$ cat config.mk
export PLATFORM = sky130hd
export DESIGN_NAME = cpu_sideband_ctrl
export DESIGN_NICKNAME = d
export VERILOG_FILES = /design/src/hw/sideband_pkg.sv /design/src/hw/cpu_sideband_ctrl.sv /design/src/hw/sync_two_flop.sv /design/src/hw/machine_check_error_n_driver.sv
export SDC_FILE = /design/constraint.sdc
export NUM_CORES = 1
export LEC_CHECK = 0
export ABC_CLOCK_PERIOD_IN_PS = 1700
export BUFFER_PORTS_ARGS = -buffer_cell sky130_fd_sc_hd__clkbuf_2
export CORE_UTILIZATION = 43
export CTS_CLUSTER_DIAMETER = 120
export CTS_CLUSTER_SIZE = 8
export DETAILED_ROUTE_END_ITERATION = 8
export GPL_TIMING_DRIVEN = 0
export PLACE_DENSITY = 0.77
export SETUP_SLACK_MARGIN = 0.02
export SYNTH_ARGS = -nofsm -noshare
export SYNTH_HDL_FRONTEND = slang
export SYNTH_SLANG_ARGS = --single-unit
$ cat constraint.sdc
create_clock -name i_mclk -period 1.7 [get_ports i_mclk]
set_input_delay 0.34 -clock i_mclk [delete_from_list [all_inputs] [get_ports i_mclk]]
set_output_delay 0.34 -clock i_mclk [all_outputs]
set_load 0.02 [all_outputs]
$ cat src/hw/sideband_pkg.sv
package sideband_pkg;
    // Register byte offsets
    localparam logic [7:0] CTRL_OFS = 8'h00;
    localparam logic [7:0] STATUS_OFS = 8'h04;
    localparam logic [7:0] MASK_OFS = 8'h08;
    localparam logic [7:0] STATE_OFS = 8'h0C;
    // Control register fields
    localparam int CTRL_NE_BIT = 0;
    localparam int CTRL_LIC_EN_BIT = 1;
    localparam int CTRL_MC_EN_BIT = 2;
    localparam int CTRL_MC_INTERNAL_ERROR_OUT_N_BIT = 3;
    localparam int CTRL_MC_INIT_BIT = 4;
    localparam int CTRL_W = 5;
    // Controller on, machine check on, both options off
    localparam logic [4:0] CTRL_RESET = 5'h06;
    // Status and mask fields, one per event
    localparam int EV_FP_EXC = 0;
    localparam int EV_SOFT_INIT = 1;
    localparam int EV_MASKABLE = 2;
    localparam int EV_NMI = 3;
    localparam int EV_MC_SEEN = 4;
    localparam int EV_INTERNAL_ERROR_OUT_N = 5;
    localparam int EV_W = 6;
    localparam logic [5:0] EV_RESET = 6'h00;
    // Timing: synchroniser depth and machine-check pulse
    localparam int SYNC_STAGES = 2;
    localparam int CLK_PERIOD_NS = 20;
    localparam int MC_PULSE_NS = 40;
    localparam int MC_PULSE_CYC = (MC_PULSE_NS + CLK_PERIOD_NS - 1) / CLK_PERIOD_NS;
    // Cycles after reset release before synchronised straps are valid
    localparam int STRAP_WAIT_CYC = SYNC_STAGES;
    // Synchroniser reset: each pin at its idle level, in packing order
    localparam logic [6:0] PIN_IDLE = 7'h63;
endpackage : sideband_pkg

$ cat src/hw/cpu_sideband_ctrl.sv
`timescale 1ns/10ps
`default_nettype none
module cpu_sideband_ctrl
    import sideband_pkg::*;
#(
    parameter logic [31:0] VECTOR_LOW = 32'hFFFF_FFF0,
    parameter logic [31:0] VECTOR_ALT = 32'h000F_FFF0
)
(
    input wire logic i_mclk,
    input wire logic i_rst_n,
    // Classic Wishbone slave
    input wire logic i_wb_cyc,
    input wire logic i_wb_stb,
    input wire logic i_wb_we,
    input wire logic [7:0] i_wb_adr,
    input wire logic [3:0] i_wb_sel,
    input wire logic [31:0] i_wb_dat,
    output logic [31:0] o_wb_dat,
    output logic o_wb_ack,
    output logic o_irq,
    // Asynchronous sideband pins
    input wire logic i_numeric_error_ignore_n,
    input wire logic i_soft_init_n,
    input wire logic [1:0] i_local_irq_in,
    input wire logic i_vector_sel,
    // Open-drain bus lock and machine check
    input wire logic i_lock_n,
    output logic o_lock_n_out,
    output logic o_lock_n_oe,
    input wire logic i_machine_check_error_n,
    output logic o_machine_check_error_n_out,
    output logic o_machine_check_error_n_oe,
    output logic o_internal_error_out_n,
    // Core side, same clock
    input wire logic i_fp_error,
    input wire logic i_fp_noncontrol_issue,
    output logic o_fp_exception,
    output logic o_fp_continue,
    output logic o_int_reg_reset,
    output logic o_fetch_resume,
    output logic [31:0] o_fetch_vector,
    input wire logic i_snoop_req,
    output logic o_snoop_ack,
    output logic o_bist_start,
    output logic o_maskable_irq_req,
    output logic o_nmi_req,
    output logic [1:0] o_lic_lint,
    input wire logic i_lock_first_start,
    input wire logic i_lock_last_end,
    input wire logic i_internal_err,
    input wire logic i_txn_err_observed,
    input wire logic i_txn_err_initiator
);
    // Synchronised pin levels
    logic [6:0] pins_s;
    logic ignore_s; // Ignore input, active high
    logic init_s; // Soft init, active high
    logic [1:0] lint_s;
    logic strap_s;
    logic lock_seen_s;
    logic mc_seen_s;
    // Registers
    logic [CTRL_W-1:0] ctrl;
    logic [EV_W-1:0] status;
    logic [EV_W-1:0] mask;
    logic [EV_W-1:0] ev_set;
    // Internal state
    logic fp_pending;
    logic init_q;
    logic lint1_q;
    logic lock_active;
    logic internal_error_out_n_q;
    logic mc_drive;
    logic mc_seen_q;
    logic [1:0] rel_cnt;
    logic strap_done;
    logic vec_sel;
    // Bus decode
    logic wb_req;
    logic wr_en;
    logic [31:0] rd_mux;

    // Read back a one-bit-per-event field as a word
    function automatic logic [31:0] widen(input logic [EV_W-1:0] v);
        widen = {{(32-EV_W){1'b0}}, v};
    endfunction : widen

    // Pins in, inactive levels at reset
    sync_two_flop #(
        .WIDTH(7),
        .RESET_VAL(PIN_IDLE)
    ) u_sync (
        .i_mclk(i_mclk),
        .i_rst_n(i_rst_n),
        .i_async({i_machine_check_error_n, i_lock_n, i_vector_sel, i_local_irq_in,
            i_soft_init_n, i_numeric_error_ignore_n}),
        .o_sync(pins_s)
    );

    assign ignore_s = ~pins_s[0];
    assign init_s = ~pins_s[1];
    assign lint_s = pins_s[3:2];
    assign strap_s = pins_s[4];
    assign lock_seen_s = ~pins_s[5];
    assign mc_seen_s = ~pins_s[6];

    // Wishbone: one-cycle registered answer, write at the ack edge
    assign wb_req = i_wb_cyc & i_wb_stb;
    assign wr_en = wb_req & i_wb_we & o_wb_ack;

    always_ff @(posedge i_mclk or negedge i_rst_n)
    begin
        if (!i_rst_n)
            o_wb_ack <= 1'b0;
        else
            o_wb_ack <= wb_req & ~o_wb_ack;
    end

    // Unmapped addresses read as zero and ignore writes
    always_comb
    begin
        unique case (i_wb_adr)
            CTRL_OFS: rd_mux = {{(32-CTRL_W){1'b0}}, ctrl};
            STATUS_OFS: rd_mux = widen(status);
            MASK_OFS: rd_mux = widen(mask);
            STATE_OFS: rd_mux = {21'h000000, lock_seen_s, vec_sel, mc_drive, internal_error_out_n_q,
                lock_active, fp_pending, strap_s, lint_s, init_s, ignore_s};
            default: rd_mux = 32'h0000_0000;
        endcase
    end

    // Read data captured with the answer
    always_ff @(posedge i_mclk or negedge i_rst_n)
    begin
        if (!i_rst_n)
            o_wb_dat <= 32'h0000_0000;
        else if (wb_req && !o_wb_ack)
            o_wb_dat <= rd_mux;
    end

    // Control register; controller starts enabled
    always_ff @(posedge i_mclk or negedge i_rst_n)
    begin
        if (!i_rst_n)
            ctrl <= CTRL_RESET;
        else if (wr_en && i_wb_adr == CTRL_OFS && i_wb_sel[0])
            ctrl <= i_wb_dat[CTRL_W-1:0];
    end

    // Mask register
    always_ff @(posedge i_mclk or negedge i_rst_n)
    begin
        if (!i_rst_n)
            mask <= EV_RESET;
        else if (wr_en && i_wb_adr == MASK_OFS && i_wb_sel[0])
            mask <= i_wb_dat[EV_W-1:0];
    end

    // Sticky status, write one to clear; a new event beats the clear
    always_ff @(posedge i_mclk or negedge i_rst_n)
    begin
        if (!i_rst_n)
            status <= EV_RESET;
        else if (wr_en && i_wb_adr == STATUS_OFS && i_wb_sel[0])
            status <= (status & ~i_wb_dat[EV_W-1:0]) | ev_set;
        else
            status <= status | ev_set;
    end

    assign o_irq = |(status & mask);

    // Pending error left by an earlier FP instruction
    always_ff @(posedge i_mclk or negedge i_rst_n)
    begin
        if (!i_rst_n)
            fp_pending <= 1'b0;
        else if (i_fp_error)
            fp_pending <= 1'b1;
        else if (i_fp_noncontrol_issue && (ctrl[CTRL_NE_BIT] || !ignore_s))
            fp_pending <= 1'b0;
    end

    // Exception or continue per instruction; native mode disregards ignore
    always_ff @(posedge i_mclk or negedge i_rst_n)
    begin
        if (!i_rst_n)
        begin
            o_fp_exception <= 1'b0;
            o_fp_continue <= 1'b0;
        end
        else
        begin
            o_fp_exception <= i_fp_noncontrol_issue & fp_pending
                & (ctrl[CTRL_NE_BIT] | ~ignore_s);
            o_fp_continue <= i_fp_noncontrol_issue & ~(fp_pending
                & (ctrl[CTRL_NE_BIT] | ~ignore_s));
        end
    end

    // Integer register reset follows soft init; caches and FP untouched
    always_ff @(posedge i_mclk or negedge i_rst_n)
    begin
        if (!i_rst_n)
        begin
            init_q <= 1'b0;
            o_int_reg_reset <= 1'b0;
            o_fetch_resume <= 1'b0;
        end
        else
        begin
            init_q <= init_s;
            o_int_reg_reset <= init_s;
            o_fetch_resume <= init_q & ~init_s;
        end
    end

    // Snoops keep their answer while soft init is held
    always_ff @(posedge i_mclk or negedge i_rst_n)
    begin
        if (!i_rst_n)
            o_snoop_ack <= 1'b0;
        else
            o_snoop_ack <= i_snoop_req;
    end

    // Straps are read once synchroniser output is valid after release
    always_ff @(posedge i_mclk or negedge i_rst_n)
    begin
        if (!i_rst_n)
        begin
            rel_cnt <= 2'h0;
            strap_done <= 1'b0;
            vec_sel <= 1'b0;
            o_fetch_vector <= 32'h0000_0000;
            o_bist_start <= 1'b0;
        end
        else
        begin
            o_bist_start <= 1'b0;
            if (!strap_done && rel_cnt == 2'(STRAP_WAIT_CYC))
            begin
                strap_done <= 1'b1;
                vec_sel <= strap_s;
                o_fetch_vector <= strap_s ? VECTOR_ALT : VECTOR_LOW;
                o_bist_start <= init_s;
            end
            else if (!strap_done)
                rel_cnt <= rel_cnt + 2'h1;
        end
    end

    // Local inputs routed by controller enable
    always_ff @(posedge i_mclk or negedge i_rst_n)
    begin
        if (!i_rst_n)
        begin
            lint1_q <= 1'b0;
            o_maskable_irq_req <= 1'b0;
            o_nmi_req <= 1'b0;
            o_lic_lint <= 2'h0;
        end
        else
        begin
            lint1_q <= lint_s[1];
            // NMI is edge triggered, so only the rising edge counts
            o_maskable_irq_req <= ~ctrl[CTRL_LIC_EN_BIT] & lint_s[0];
            o_nmi_req <= ~ctrl[CTRL_LIC_EN_BIT] & lint_s[1] & ~lint1_q;
            o_lic_lint <= ctrl[CTRL_LIC_EN_BIT] ? lint_s : 2'h0;
        end
    end

    // Lock from first transaction start to last transaction end
    always_ff @(posedge i_mclk or negedge i_rst_n)
    begin
        if (!i_rst_n)
            lock_active <= 1'b0;
        else if (i_lock_first_start)
            lock_active <= 1'b1;
        else if (i_lock_last_end)
            lock_active <= 1'b0;
    end

    // Open-drain: drive low only while locked, so priority agent waits
    assign o_lock_n_out = 1'b0;
    assign o_lock_n_oe = lock_active;

    // Internal error sticks until the reset input
    always_ff @(posedge i_mclk or negedge i_rst_n)
    begin
        if (!i_rst_n)
            internal_error_out_n_q <= 1'b0;
        else if (i_internal_err)
            internal_error_out_n_q <= 1'b1;
    end

    assign o_internal_error_out_n = ~internal_error_out_n_q;

    // Machine-check drive with its options
    machine_check_error_n_driver #(
        .PULSE_CYC(MC_PULSE_CYC)
    ) u_machine_check_error_n (
        .i_mclk(i_mclk),
        .i_rst_n(i_rst_n),
        .i_enable(ctrl[CTRL_MC_EN_BIT]),
        .i_with_internal_error_out_n(ctrl[CTRL_MC_INTERNAL_ERROR_OUT_N_BIT]),
        .i_by_initiator(ctrl[CTRL_MC_INIT_BIT]),
        .i_internal_err(i_internal_err),
        .i_txn_err_observed(i_txn_err_observed),
        .i_txn_err_initiator(i_txn_err_initiator),
        .o_drive(mc_drive)
    );

    assign o_machine_check_error_n_out = 1'b0;
    assign o_machine_check_error_n_oe = mc_drive;

    // Edge of a machine check on the wire, own pulses included
    always_ff @(posedge i_mclk or negedge i_rst_n)
    begin
        if (!i_rst_n)
            mc_seen_q <= 1'b0;
        else
            mc_seen_q <= mc_seen_s;
    end

    // Event sources for the sticky status, internal error bit first
    assign ev_set = {i_internal_err & ~internal_error_out_n_q, mc_seen_s & ~mc_seen_q, o_nmi_req,
        o_maskable_irq_req, init_s & ~init_q, o_fp_exception};
endmodule : cpu_sideband_ctrl
`default_nettype wire

$ cat src/hw/sync_two_flop.sv
`timescale 1ns/10ps
`default_nettype none
module sync_two_flop
    import sideband_pkg::*;
#(
    parameter int WIDTH = 1,
    parameter logic [WIDTH-1:0] RESET_VAL = '0
)
(
    input wire logic i_mclk,
    input wire logic i_rst_n,
    input wire logic [WIDTH-1:0] i_async,
    output logic [WIDTH-1:0] o_sync
);
    // First stage, read only by the second stage
    logic [WIDTH-1:0] meta;

    // Two flops; metastability settles in the first
    always_ff @(posedge i_mclk or negedge i_rst_n)
    begin
        if (!i_rst_n)
        begin
            meta <= RESET_VAL;
            o_sync <= RESET_VAL;
        end
        else
        begin
            meta <= i_async;
            o_sync <= meta;
        end
    end
endmodule : sync_two_flop
`default_nettype wire

$ cat src/hw/machine_check_error_n_driver.sv
`timescale 1ns/10ps
`default_nettype none
module machine_check_error_n_driver
    import sideband_pkg::*;
#(
    parameter int PULSE_CYC = MC_PULSE_CYC
)
(
    input wire logic i_mclk,
    input wire logic i_rst_n,
    input wire logic i_enable,
    input wire logic i_with_internal_error_out_n,
    input wire logic i_by_initiator,
    input wire logic i_internal_err,
    input wire logic i_txn_err_observed,
    input wire logic i_txn_err_initiator,
    output logic o_drive
);
    // Remaining drive cycles
    logic [7:0] cnt;
    logic fire;

    // Observed error always counts while enabled; the other two are options
    assign fire = i_enable & (i_txn_err_observed
        | (i_by_initiator & i_txn_err_initiator)
        | (i_with_internal_error_out_n & i_internal_err));

    // Retrigger restarts the pulse so close errors merge
    always_ff @(posedge i_mclk or negedge i_rst_n)
    begin
        if (!i_rst_n)
            cnt <= 8'h00;
        else if (fire)
            cnt <= 8'(PULSE_CYC);
        else if (cnt != 8'h00)
            cnt <= cnt - 8'h01;
    end

    assign o_drive = (cnt != 8'h00);
endmodule : machine_check_error_n_driver
`default_nettype wire

After elaboration in Yosys (flattened, before gate mapping)
Index checks and enable logic that the tools add are counted.

Flip-flop bits (word level): 123. Input bits: 64. Logic and storage cells: 101.

Add/sub/neg operators: 2. Equality and inequality tests: 4. Mux-type cells: 11. Bitwise operators: 39. Reduce and logical (&&, ||, !) cells: 19.

Operators with widths (number): $pmux 11 s4 (1); $mux 32 (1); $and 1x1->1 (18); $eq 8x4->1 const B (2); $mux 8 (2); $not 1->1 (13); $and 6x6->6 (2); $or 6x6->6 (2); $logic_and 1x1->1 (9); $eq 8x3->1 const B (1); $logic_not 8->1 (1); $reduce_bool 8->1 (1); $sub 8x1->8 const B (1); $mux 6 (1); $not 6->6 (1); $reduce_bool 2->1 (3); $reduce_or 6->1 (1); $mux 1 (5); $or 1x1->1 (3); $add 2x1->2 const B (1); $eq 2x2->1 const B (1); $logic_not 1->1 (2); $mux 2 (1); $reduce_and 2->1 (1); $logic_or 1x1->1 (1).

Depth between registers and ports, before layout
Gate-level depths: netlist (run 1).

Word-level depth: 6. Mapped depth: 6.

Hierarchy
From an unflattened synthesis (run 1), not the netlist that was laid out.

Cell total of the unflattened synthesis: 278. Area total of the unflattened synthesis: 3339.5 µm².

By module, submodules not included: cpu_sideband_ctrl (instances 1, cells an instance 212, area an instance 2486.1 µm², seq. area each 1228.7 µm²); machine_check_error_n_driver (instances 1, cells an instance 52, area an instance 493.0 µm², seq. area each 200.2 µm²); sync_two_flop (instances 1, cells an instance 14, area an instance 360.3 µm², seq. area each 360.3 µm²).

Worst setup path before layout (run 1)
Ideal clock, no wire load.

Path type: input to register. Start point: input i_wb_adr[1]. End point: register mask[0]. Arrival: 1.876 ns. Path slack: -0.301 ns. Stages on the path: 4. Path buffers: 1. Cells stage by stage: or4_4 or4_4 buf_6 mux2_4.

Cells in the longest elaborated chain, start to end: 3.

RTL lines: start: declaration (RTL line cpu_sideband_ctrl.sv:16) `input wire logic [7:0] i_wb_adr,`; $eq 8x4->1 (RTL line cpu_sideband_ctrl.sv:156) `else if (wr_en && i_wb_adr == MASK_OFS && i_wb_sel[0])`; $logic_and 1x1->1 (2 in a row) (RTL line cpu_sideband_ctrl.sv:156); end signal: assignment (RTL line cpu_sideband_ctrl.sv:157) `mask <= i_wb_dat[EV_W-1:0];`; end: declaration (RTL line cpu_sideband_ctrl.sv:66) `logic [EV_W-1:0] mask;`.

No other way between the ends. A chain may end at the register's enable or synchronous reset.

Final worst setup path (run 1)
Start point: register u_machine_check_error_n.cnt[0]. End point: output o_machine_check_error_n_oe.

Cells in the longest elaborated chain, start to end: 1.

RTL lines: start: declaration (RTL line machine_check_error_n_driver.sv:20) `logic [7:0] cnt;`; start signal: assignment (RTL line machine_check_error_n_driver.sv:34) `cnt <= 8'(PULSE_CYC);`; start signal: assignment (RTL line machine_check_error_n_driver.sv:36) `cnt <= cnt - 8'h01;`; $reduce_bool 8->1 (RTL line machine_check_error_n_driver.sv:39) `assign o_drive = (cnt != 8'h00);`; end: declaration (RTL line cpu_sideband_ctrl.sv:33) `output logic o_machine_check_error_n_oe,`.

No other way between the ends.

==> results.json, run 1 <==
{
  "gp_congestion": 0.776,
  "drt-total-wl_um": 7150,
  "setup_viol": 4,
  "synth-seq-area-share_pct": 54.2,
  "period_share_pct": 119,
  "grt_pass1_vias": 2223,
  "wl_per_cell_um": 13.7,
  "via_count": 2420,
  "vias_per_cell": 4.64,
  "slew_viol_final": 0,
  "stdcell_count": 522,
  "postRouteAntennaNets": 0,
  "dieArea_mm2": 0.00804,
  "p_leak_nw": 2.29,
  "pre_cts_slack_ns": -0.781,
  "cp-start-kind": "flip-flop",
  "min_path_type": "in -> reg",
  "synth_edf_count": 0,
  "crit_required_ns": 1.36,
  "grt_max_degree": 71,
  "cts_max_level": 3,
  "finalWorstPathRequiredPeriod_ns": 2.03,
  "yosys_warnings": 0,
  "p_total_w": 0.00402,
  "path_max_fanout": 2,
  "final_nets": 486,
  "topRoutingLayerUsed": "met4",
  "cts-root-buf": "clkbuf_8",
  "initialDrtViolationCount": 141,
  "cts_made_buffers": 9,
  "grt_pass1_wl_um": 10900,
  "rsz0062_at_grt": "true",
  "grt-ovfl-total": 0,
  "grt_use_total_pct": 18.7,
  "wl_met3_um": 345,
  "drt_pass1_iterations": 4,
  "outcome": "finished with violations",
  "arrival_ns": 1.69,
  "wl_met1_um": 2930,
  "ir_worst_vdd_mv": 0.605,
  "io_pins": 145,
  "cts_sinks": 71,
  "synth.area.top_cells": "dfrtp_1, buf_4, dfstp_2, mux4_2, mux2_4",
  "fin_skew_ns": 0.00711,
  "die_w_um": 89.6,
  "reg2reg_depth": 7,
  "rows": 31,
  "synth_cell_type_count": 45,
  "hold_violations": 0,
  "clock.fmax_mhz": 494,
  "hold_depth": 1,
  "hpwl_um": 5090,
  "die-height_um": 89.6,
  "ys_top_cells_by_count": "dfrtp_1, buf_4, inv_1",
  "diodes": 0,
  "synth_top_area_share_pct": 46.2,
  "cap_viol_max_count": 0,
  "clockBufferDepth": 2,
  "fill_cells": 621,
  "critPathKind": "reg -> out",
  "avgSynthCellArea_um2": 11.9,
  "wl_met2_um": 3770,
  "start_util_pct": 45.1,
  "synthesis.area_mm2": 0.00330,
  "ys_ff_latch": 71,
  "placement.io_buffers": 87,
  "yosysMostFrequentCell": "dfrtp_1",
  "cts_tree": "done",
  "clk_latency_ns": 0.34,
  "cellPowerDensity_mw_per_mm2": 899,
  "synth_area_leader_cell": "dfrtp_1",
  "violations": "negative setup slack",
  "post_dp_cell_area_mm2": 0.00409,
  "dominantRegCellSynth": "dfrtp_1",
  "clk_pin_slew_ns": 0.07,
  "ys_async_sr_fraction_pct": 100,
  "slew_headroom_pct": 65.6,
  "core_region_area_mm2": 0.00733,
  "final_cell_area_mm2": 0.00447,
  "fin_tns_setup_ns": -0.614,
  "drive_above_1_share_pct": 54.6,
  "fin_ws_ns": -0.326,
  "worst_setup_path_end_kind": "output pin",
  "syn_to_final_growth_pct": 35.2,
  "dp.cells": 491,
  "grt_antenna_before_repair": 0,
  "drc_errors": 0,
  "tightest_slew_ns": 0.515,
  "postSynthCellCount": 278
}
-- routing by layer --
layer	up-vias	track usage [%]
met5	-	0
met4	0	6.35
met3	10	6.95
met2	62	32.5
met1	1192	21.4
li1	1156	-
-- timing repair --
action	in CTS	in global routing
hold buffers	1	0
setup buffers	13	6
pin swaps	7	8
resized for setup	15	12
endpoints found under the setup margin	36	23
endpoints found under the hold margin	1	0
-- state kept, by name, indices dropped and copies added, names as in the netlist, 5 cells and up --
register                     count
u_sync.meta                      7
mask                             6
status                           6
u_machine_check_error_n.cnt      8
o_wb_dat                        11
u_sync.o_sync                    7
ctrl                             5
-- through the flow --
stage / hold slack, ns / util [%]
2_1_floorplan: 0.0444 / -
3_3_place_gp: 0.332 / 55.4
3_5_place_dp: 0.164 / 55.8
4_1_cts: 0.0636 / 60.2
5_1_grt: 0.0513 / 60.9
6_report: 0.0758 / 60.9
-- power by group --
| part | switching, W | total, W | internal [W] |
|---|---|---|---|
| clock network | 0.000577 | 0.00114 | 0.000558 |
| logic | 0.000455 | 0.000958 | 0.000503 |
| registers | 0.000111 | 0.00192 | 0.00181 |
-- cell usage in the layout, fill, tap and decap left out, types with 4 or more instances in the layout --
cell      synthesis  final
clkbuf_2          0     85
buf_4            54     68
dfrtp_1          61     59
conb_1            1     27
inv_1            19     16
clkbuf_8          0     11
mux2_4            6     11
nand2_1          11     11
dfstp_2          10     10
o21ai_0           9      7
o31ai_1           7      7
nor2_1            6      6
a22o_1            6      6
o21bai_1          5      5
clkbuf_1          7      5
mux4_2            5      5
and2_1            4      4
or4_4             2      4
buf_6             1      4
-- kinds of logic (layout without fill, tap and decap cells) --
kind of cell | after synthesis | after routing | synth area share, %
xor gates and xnor gates | 1 | 1 | 0.265
AOI/OAI and AO/OA | 46 | 46 | 9.39
muxes | 19 | 19 | 8.79
buffers and inverters | 82 | 201 | 15.7
and+or+nand+nor | 55 | 55 | 10.5
adders and majority gates | 3 | 3 | 1.14
other | 1 | 27 | 0.114
DFF | 71 | 71 | 54.2
-- worst paths after layout --
path	from	to	slack (ns)
min in group asynchronous	i_rst_n	o_snoop_ack$_DFF_PN0_	0.35
worst max register to register	u_machine_check_error_n.cnt[0]$_DFFE_PN0P_	u_machine_check_error_n.cnt[1]$_DFFE_PN0P_	-0.26
worst min register to register	u_sync.meta[5]$_DFF_PN1_	u_sync.o_sync[5]$_DFF_PN1_	0.35
max in group asynchronous	i_rst_n	u_sync.meta[6]$_DFF_PN1_	0.80
worst max-delay path	u_machine_check_error_n.cnt[0]$_DFFE_PN0P_	o_machine_check_error_n_oe	-0.33
worst min-delay path	i_numeric_error_ignore_n	u_sync.meta[0]$_DFF_PN1_	0.08
-- worst max-delay path, stage by stage (launching register included) --
cell	delay, ns
dfrtp_1	0.40
inv_2	0.09
ha_4	0.14
or3b_4	0.39
nor3_4	0.15
inv_2	0.06
buf_8	0.12
-- cell type report --
| cell class | count | area, um^2 | share of cell area [%] |
|---|---|---|---|
| buffer | 61 | 492 | 11.0 |
| clock buffer | 13 | 149 | 3.33 |
| clock inverter | 2 | 10.0 | 0.224 |
| inverter | 19 | 71.3 | 1.60 |
| multi-input combinational | 151 | 1200 | 27.0 |
| sequential | 71 | 1790 | 40.1 |
| tap | 99 | 124 | 2.77 |
| timing repair buffer | 106 | 624 | 14.0 |
No activity file was read; power rests on OpenSTA's default activity.
==> inputs of run 2 (changes only) <==
Settings changed: CORE_MARGIN set to 2, RECOVER_POWER set to 50.
==> run 2 against run 1 <==
Compared with the run above:
- the run still ends with negative setup slack left
- clock power rose by 5%
- non-clock buffer count rose by 3
- core utilization rose by 0.24 points
- total power rose by 0.86%
- highest routed layer unchanged
- maximum frequency fell by 3.1%
- largest power group unchanged
- die area rose by 4.5%
- combinational power fell by 0.5%
- via count barely moved
==> results.json, run 2 (synthesis gave the netlist of run 1 again) <==
{
  "final_nets": 489,
  "cts_max_level": 3,
  "final_common_cell": "clkbuf_2",
  "multi_input_area_mm2": 0.00122,
  "clk_latency_ns": 0.35,
  "rows": 31,
  "slowest_delay_ns": 0.43,
  "slew_headroom_pct": 41.2,
  "dp.cells": 491,
  "outcome": "finished with violations",
  "diodes": 0,
  "io_pins": 145,
  "worst_setup_path_end_kind": "output pin",
  "drc_errors": 0,
  "grt_pass1_wl_um": 11500,
  "largestRegisters": "o_wb_dat x11, u_machine_check_error_n.cnt x8",
  "crit_required_ns": 1.36,
  "grt_antenna_before_repair": 0,
  "cts-root-buf": "clkbuf_8",
  "postRouteAntennaNets": 0,
  "post_dp_cell_area_mm2": 0.00409,
  "largest_reg_flops": 11,
  "regArea_mm2": 0.00179,
  "critPathKind": "reg -> out",
  "grt_pass1_vias": 2412,
  "holdCritStartpoint": "i_soft_init_n",
  "final_cell_area_mm2": 0.00448,
  "hold_path_end": "u_sync.meta[1]$_DFF_PN1_",
  "fill_cells": 587,
  "clk_pin_slew_ns": 0.07,
  "hold_depth": 1,
  "finalWorstPathRequiredPeriod_ns": 2.09,
  "initialDrtViolationCount": 160,
  "period_share_pct": 123,
  "crit_top_cell": "inv_2",
  "gp_congestion": 0.779,
  "violations": "negative setup slack",
  "slew_viol_final": 0,
  "wl_per_cell_um": 14.0,
  "cts_tree": "done",
  "arrival_ns": 1.75,
  "reg2reg_depth": 7,
  "die_w_um": 91.6,
  "drive_above_1_share_pct": 54.8,
  "hpwl_um": 5160,
  "path_cells": "inv_2 > ha_4 > or3b_4 > nor3_4 > inv_2 > buf_8",
  "slowest_stage": "dfrtp_1",
  "fin_ws_ns": -0.390,
  "cap_viol_max_count": 0,
  "tightest_slew_ns": 0.882,
  "vias_per_cell": 4.60,
  "regToRegSetupSlack_ns": -0.31,
  "cp-start-kind": "flip-flop",
  "cellPowerDensity_mw_per_mm2": 903,
  "syn_to_final_growth_pct": 35.8,
  "layout_common_cells": "clkbuf_2, buf_4, dfrtp_1, conb_1, inv_1",
  "cts_sinks": 71,
  "start_util_pct": 45.1,
  "core_region_area_mm2": 0.00733,
  "clockBufferDepth": 2,
  "p_leak_nw": 2.29,
  "grt-ovfl-total": 0,
  "hold_violations": 0,
  "cts_made_buffers": 9,
  "drt_pass1_iterations": 5,
  "grt_use_total_pct": 17.8,
  "path_max_fanout": 2,
  "largest_register": "o_wb_dat",
  "via_count": 2419,
  "setup_viol": 8,
  "drt-total-wl_um": 7350,
  "min_path_type": "in -> reg",
  "fin_skew_ns": 0.00472,
  "grt_max_degree": 69,
  "placement.io_buffers": 87,
  "clock.fmax_mhz": 479,
  "ir_worst_vdd_mv": 0.594,
  "rsz0062_at_grt": "true",
  "stdcell_count": 526,
  "dieArea_mm2": 0.00840,
  "pre_cts_slack_ns": -0.695,
  "r2r_end": "u_machine_check_error_n.cnt[1]$_DFFE_PN0P_",
  "die-height_um": 91.6,
  "reg2reg_from": "u_machine_check_error_n.cnt[0]$_DFFE_PN0P_",
  "p_total_w": 0.00405
}
[run 2: changes by cell type in the layout (fill, tap and decap cells not counted), moves of 2 or more]
cell | previous run | this run
and2_1 | 4 | 2
dfstp_1 | 0 | 3
buf_4 | 68 | 71
dfstp_2 | 10 | 7
and2_0 | 0 | 2
clkbuf_8 | 11 | 13
o21ai_1 | 2 | 0
[run 2: worst max path at each step]
stage | to | startpoint
after floorplan | mask[0]$_DFFE_PN0P_ | i_wb_adr[4]
after global placement | status[0]$_DFF_PN0_ | i_wb_adr[4]
after detailed placement | status[0]$_DFF_PN0_ | i_wb_adr[4]
after CTS | o_machine_check_error_n_oe | u_machine_check_error_n.cnt[0]$_DFFE_PN0P_
after global routing | o_machine_check_error_n_oe | u_machine_check_error_n.cnt[0]$_DFFE_PN0P_
final | o_machine_check_error_n_oe | u_machine_check_error_n.cnt[0]$_DFFE_PN0P_
[run 2: layout make-up]
cell class | count | share of cell area (%)
Buffer | 62 | 10.9
Clock buffer | 13 | 3.54
Inverter | 19 | 1.59
Multi-Input combinational cell | 151 | 27.1
Timing Repair Buffer | 108 | 13.7
Tap cell | 99 | 2.76
Sequential cell | 71 | 40.0
Clock inverter | 3 | 0.391
[run 2: critical path: cells and delay by family (launching register included)]
kind	cells	cell delay, ns
adder cells (fa/ha/maj)	1	0.14
buffers and inverters	3	0.29
flip-flops	1	0.43
AND/OR/NAND/NOR	2	0.55
[run 2: report_power, final]
| part | switching (W) | total (W) | leakage, nW | internal [W] |
|---|---|---|---|---|
| logic | 0.000494 | 0.000953 | 1.36 | 0.000460 |
| clock network | 0.000597 | 0.00120 | 0.0894 | 0.000605 |
| registers | 0.0000872 | 0.00190 | 0.849 | 0.00181 |
[run 2: repair_timing]
action,4_1_cts,5_1_grt
endpoints found under the setup margin,36,21
setup buffers,10,10
endpoints found under the hold margin,3,0
pin swaps,2,10
hold buffers,1,0
resized for setup,10,18
cloned,0,0
[run 2: per-stage QoR]
step                      util (%)  TNS, ns  hold slack (ns)
after global routing          61.2    -5.27           0.0451
after floorplan                  -    -2.20           0.0444
final                         61.2    -1.36           0.0652
after detailed placement      55.8    -9.95            0.181
after CTS                     59.7   -0.545           0.0418
after global placement        55.4   -20.16            0.332
[run 2: per-layer routing]
metal / GRT usage (%) / routed length, um
met5: 0 / 0
met4: 8.08 / 195
met3: 5.83 / 455
met2: 30.6 / 3790
met1: 20.2 / 2920
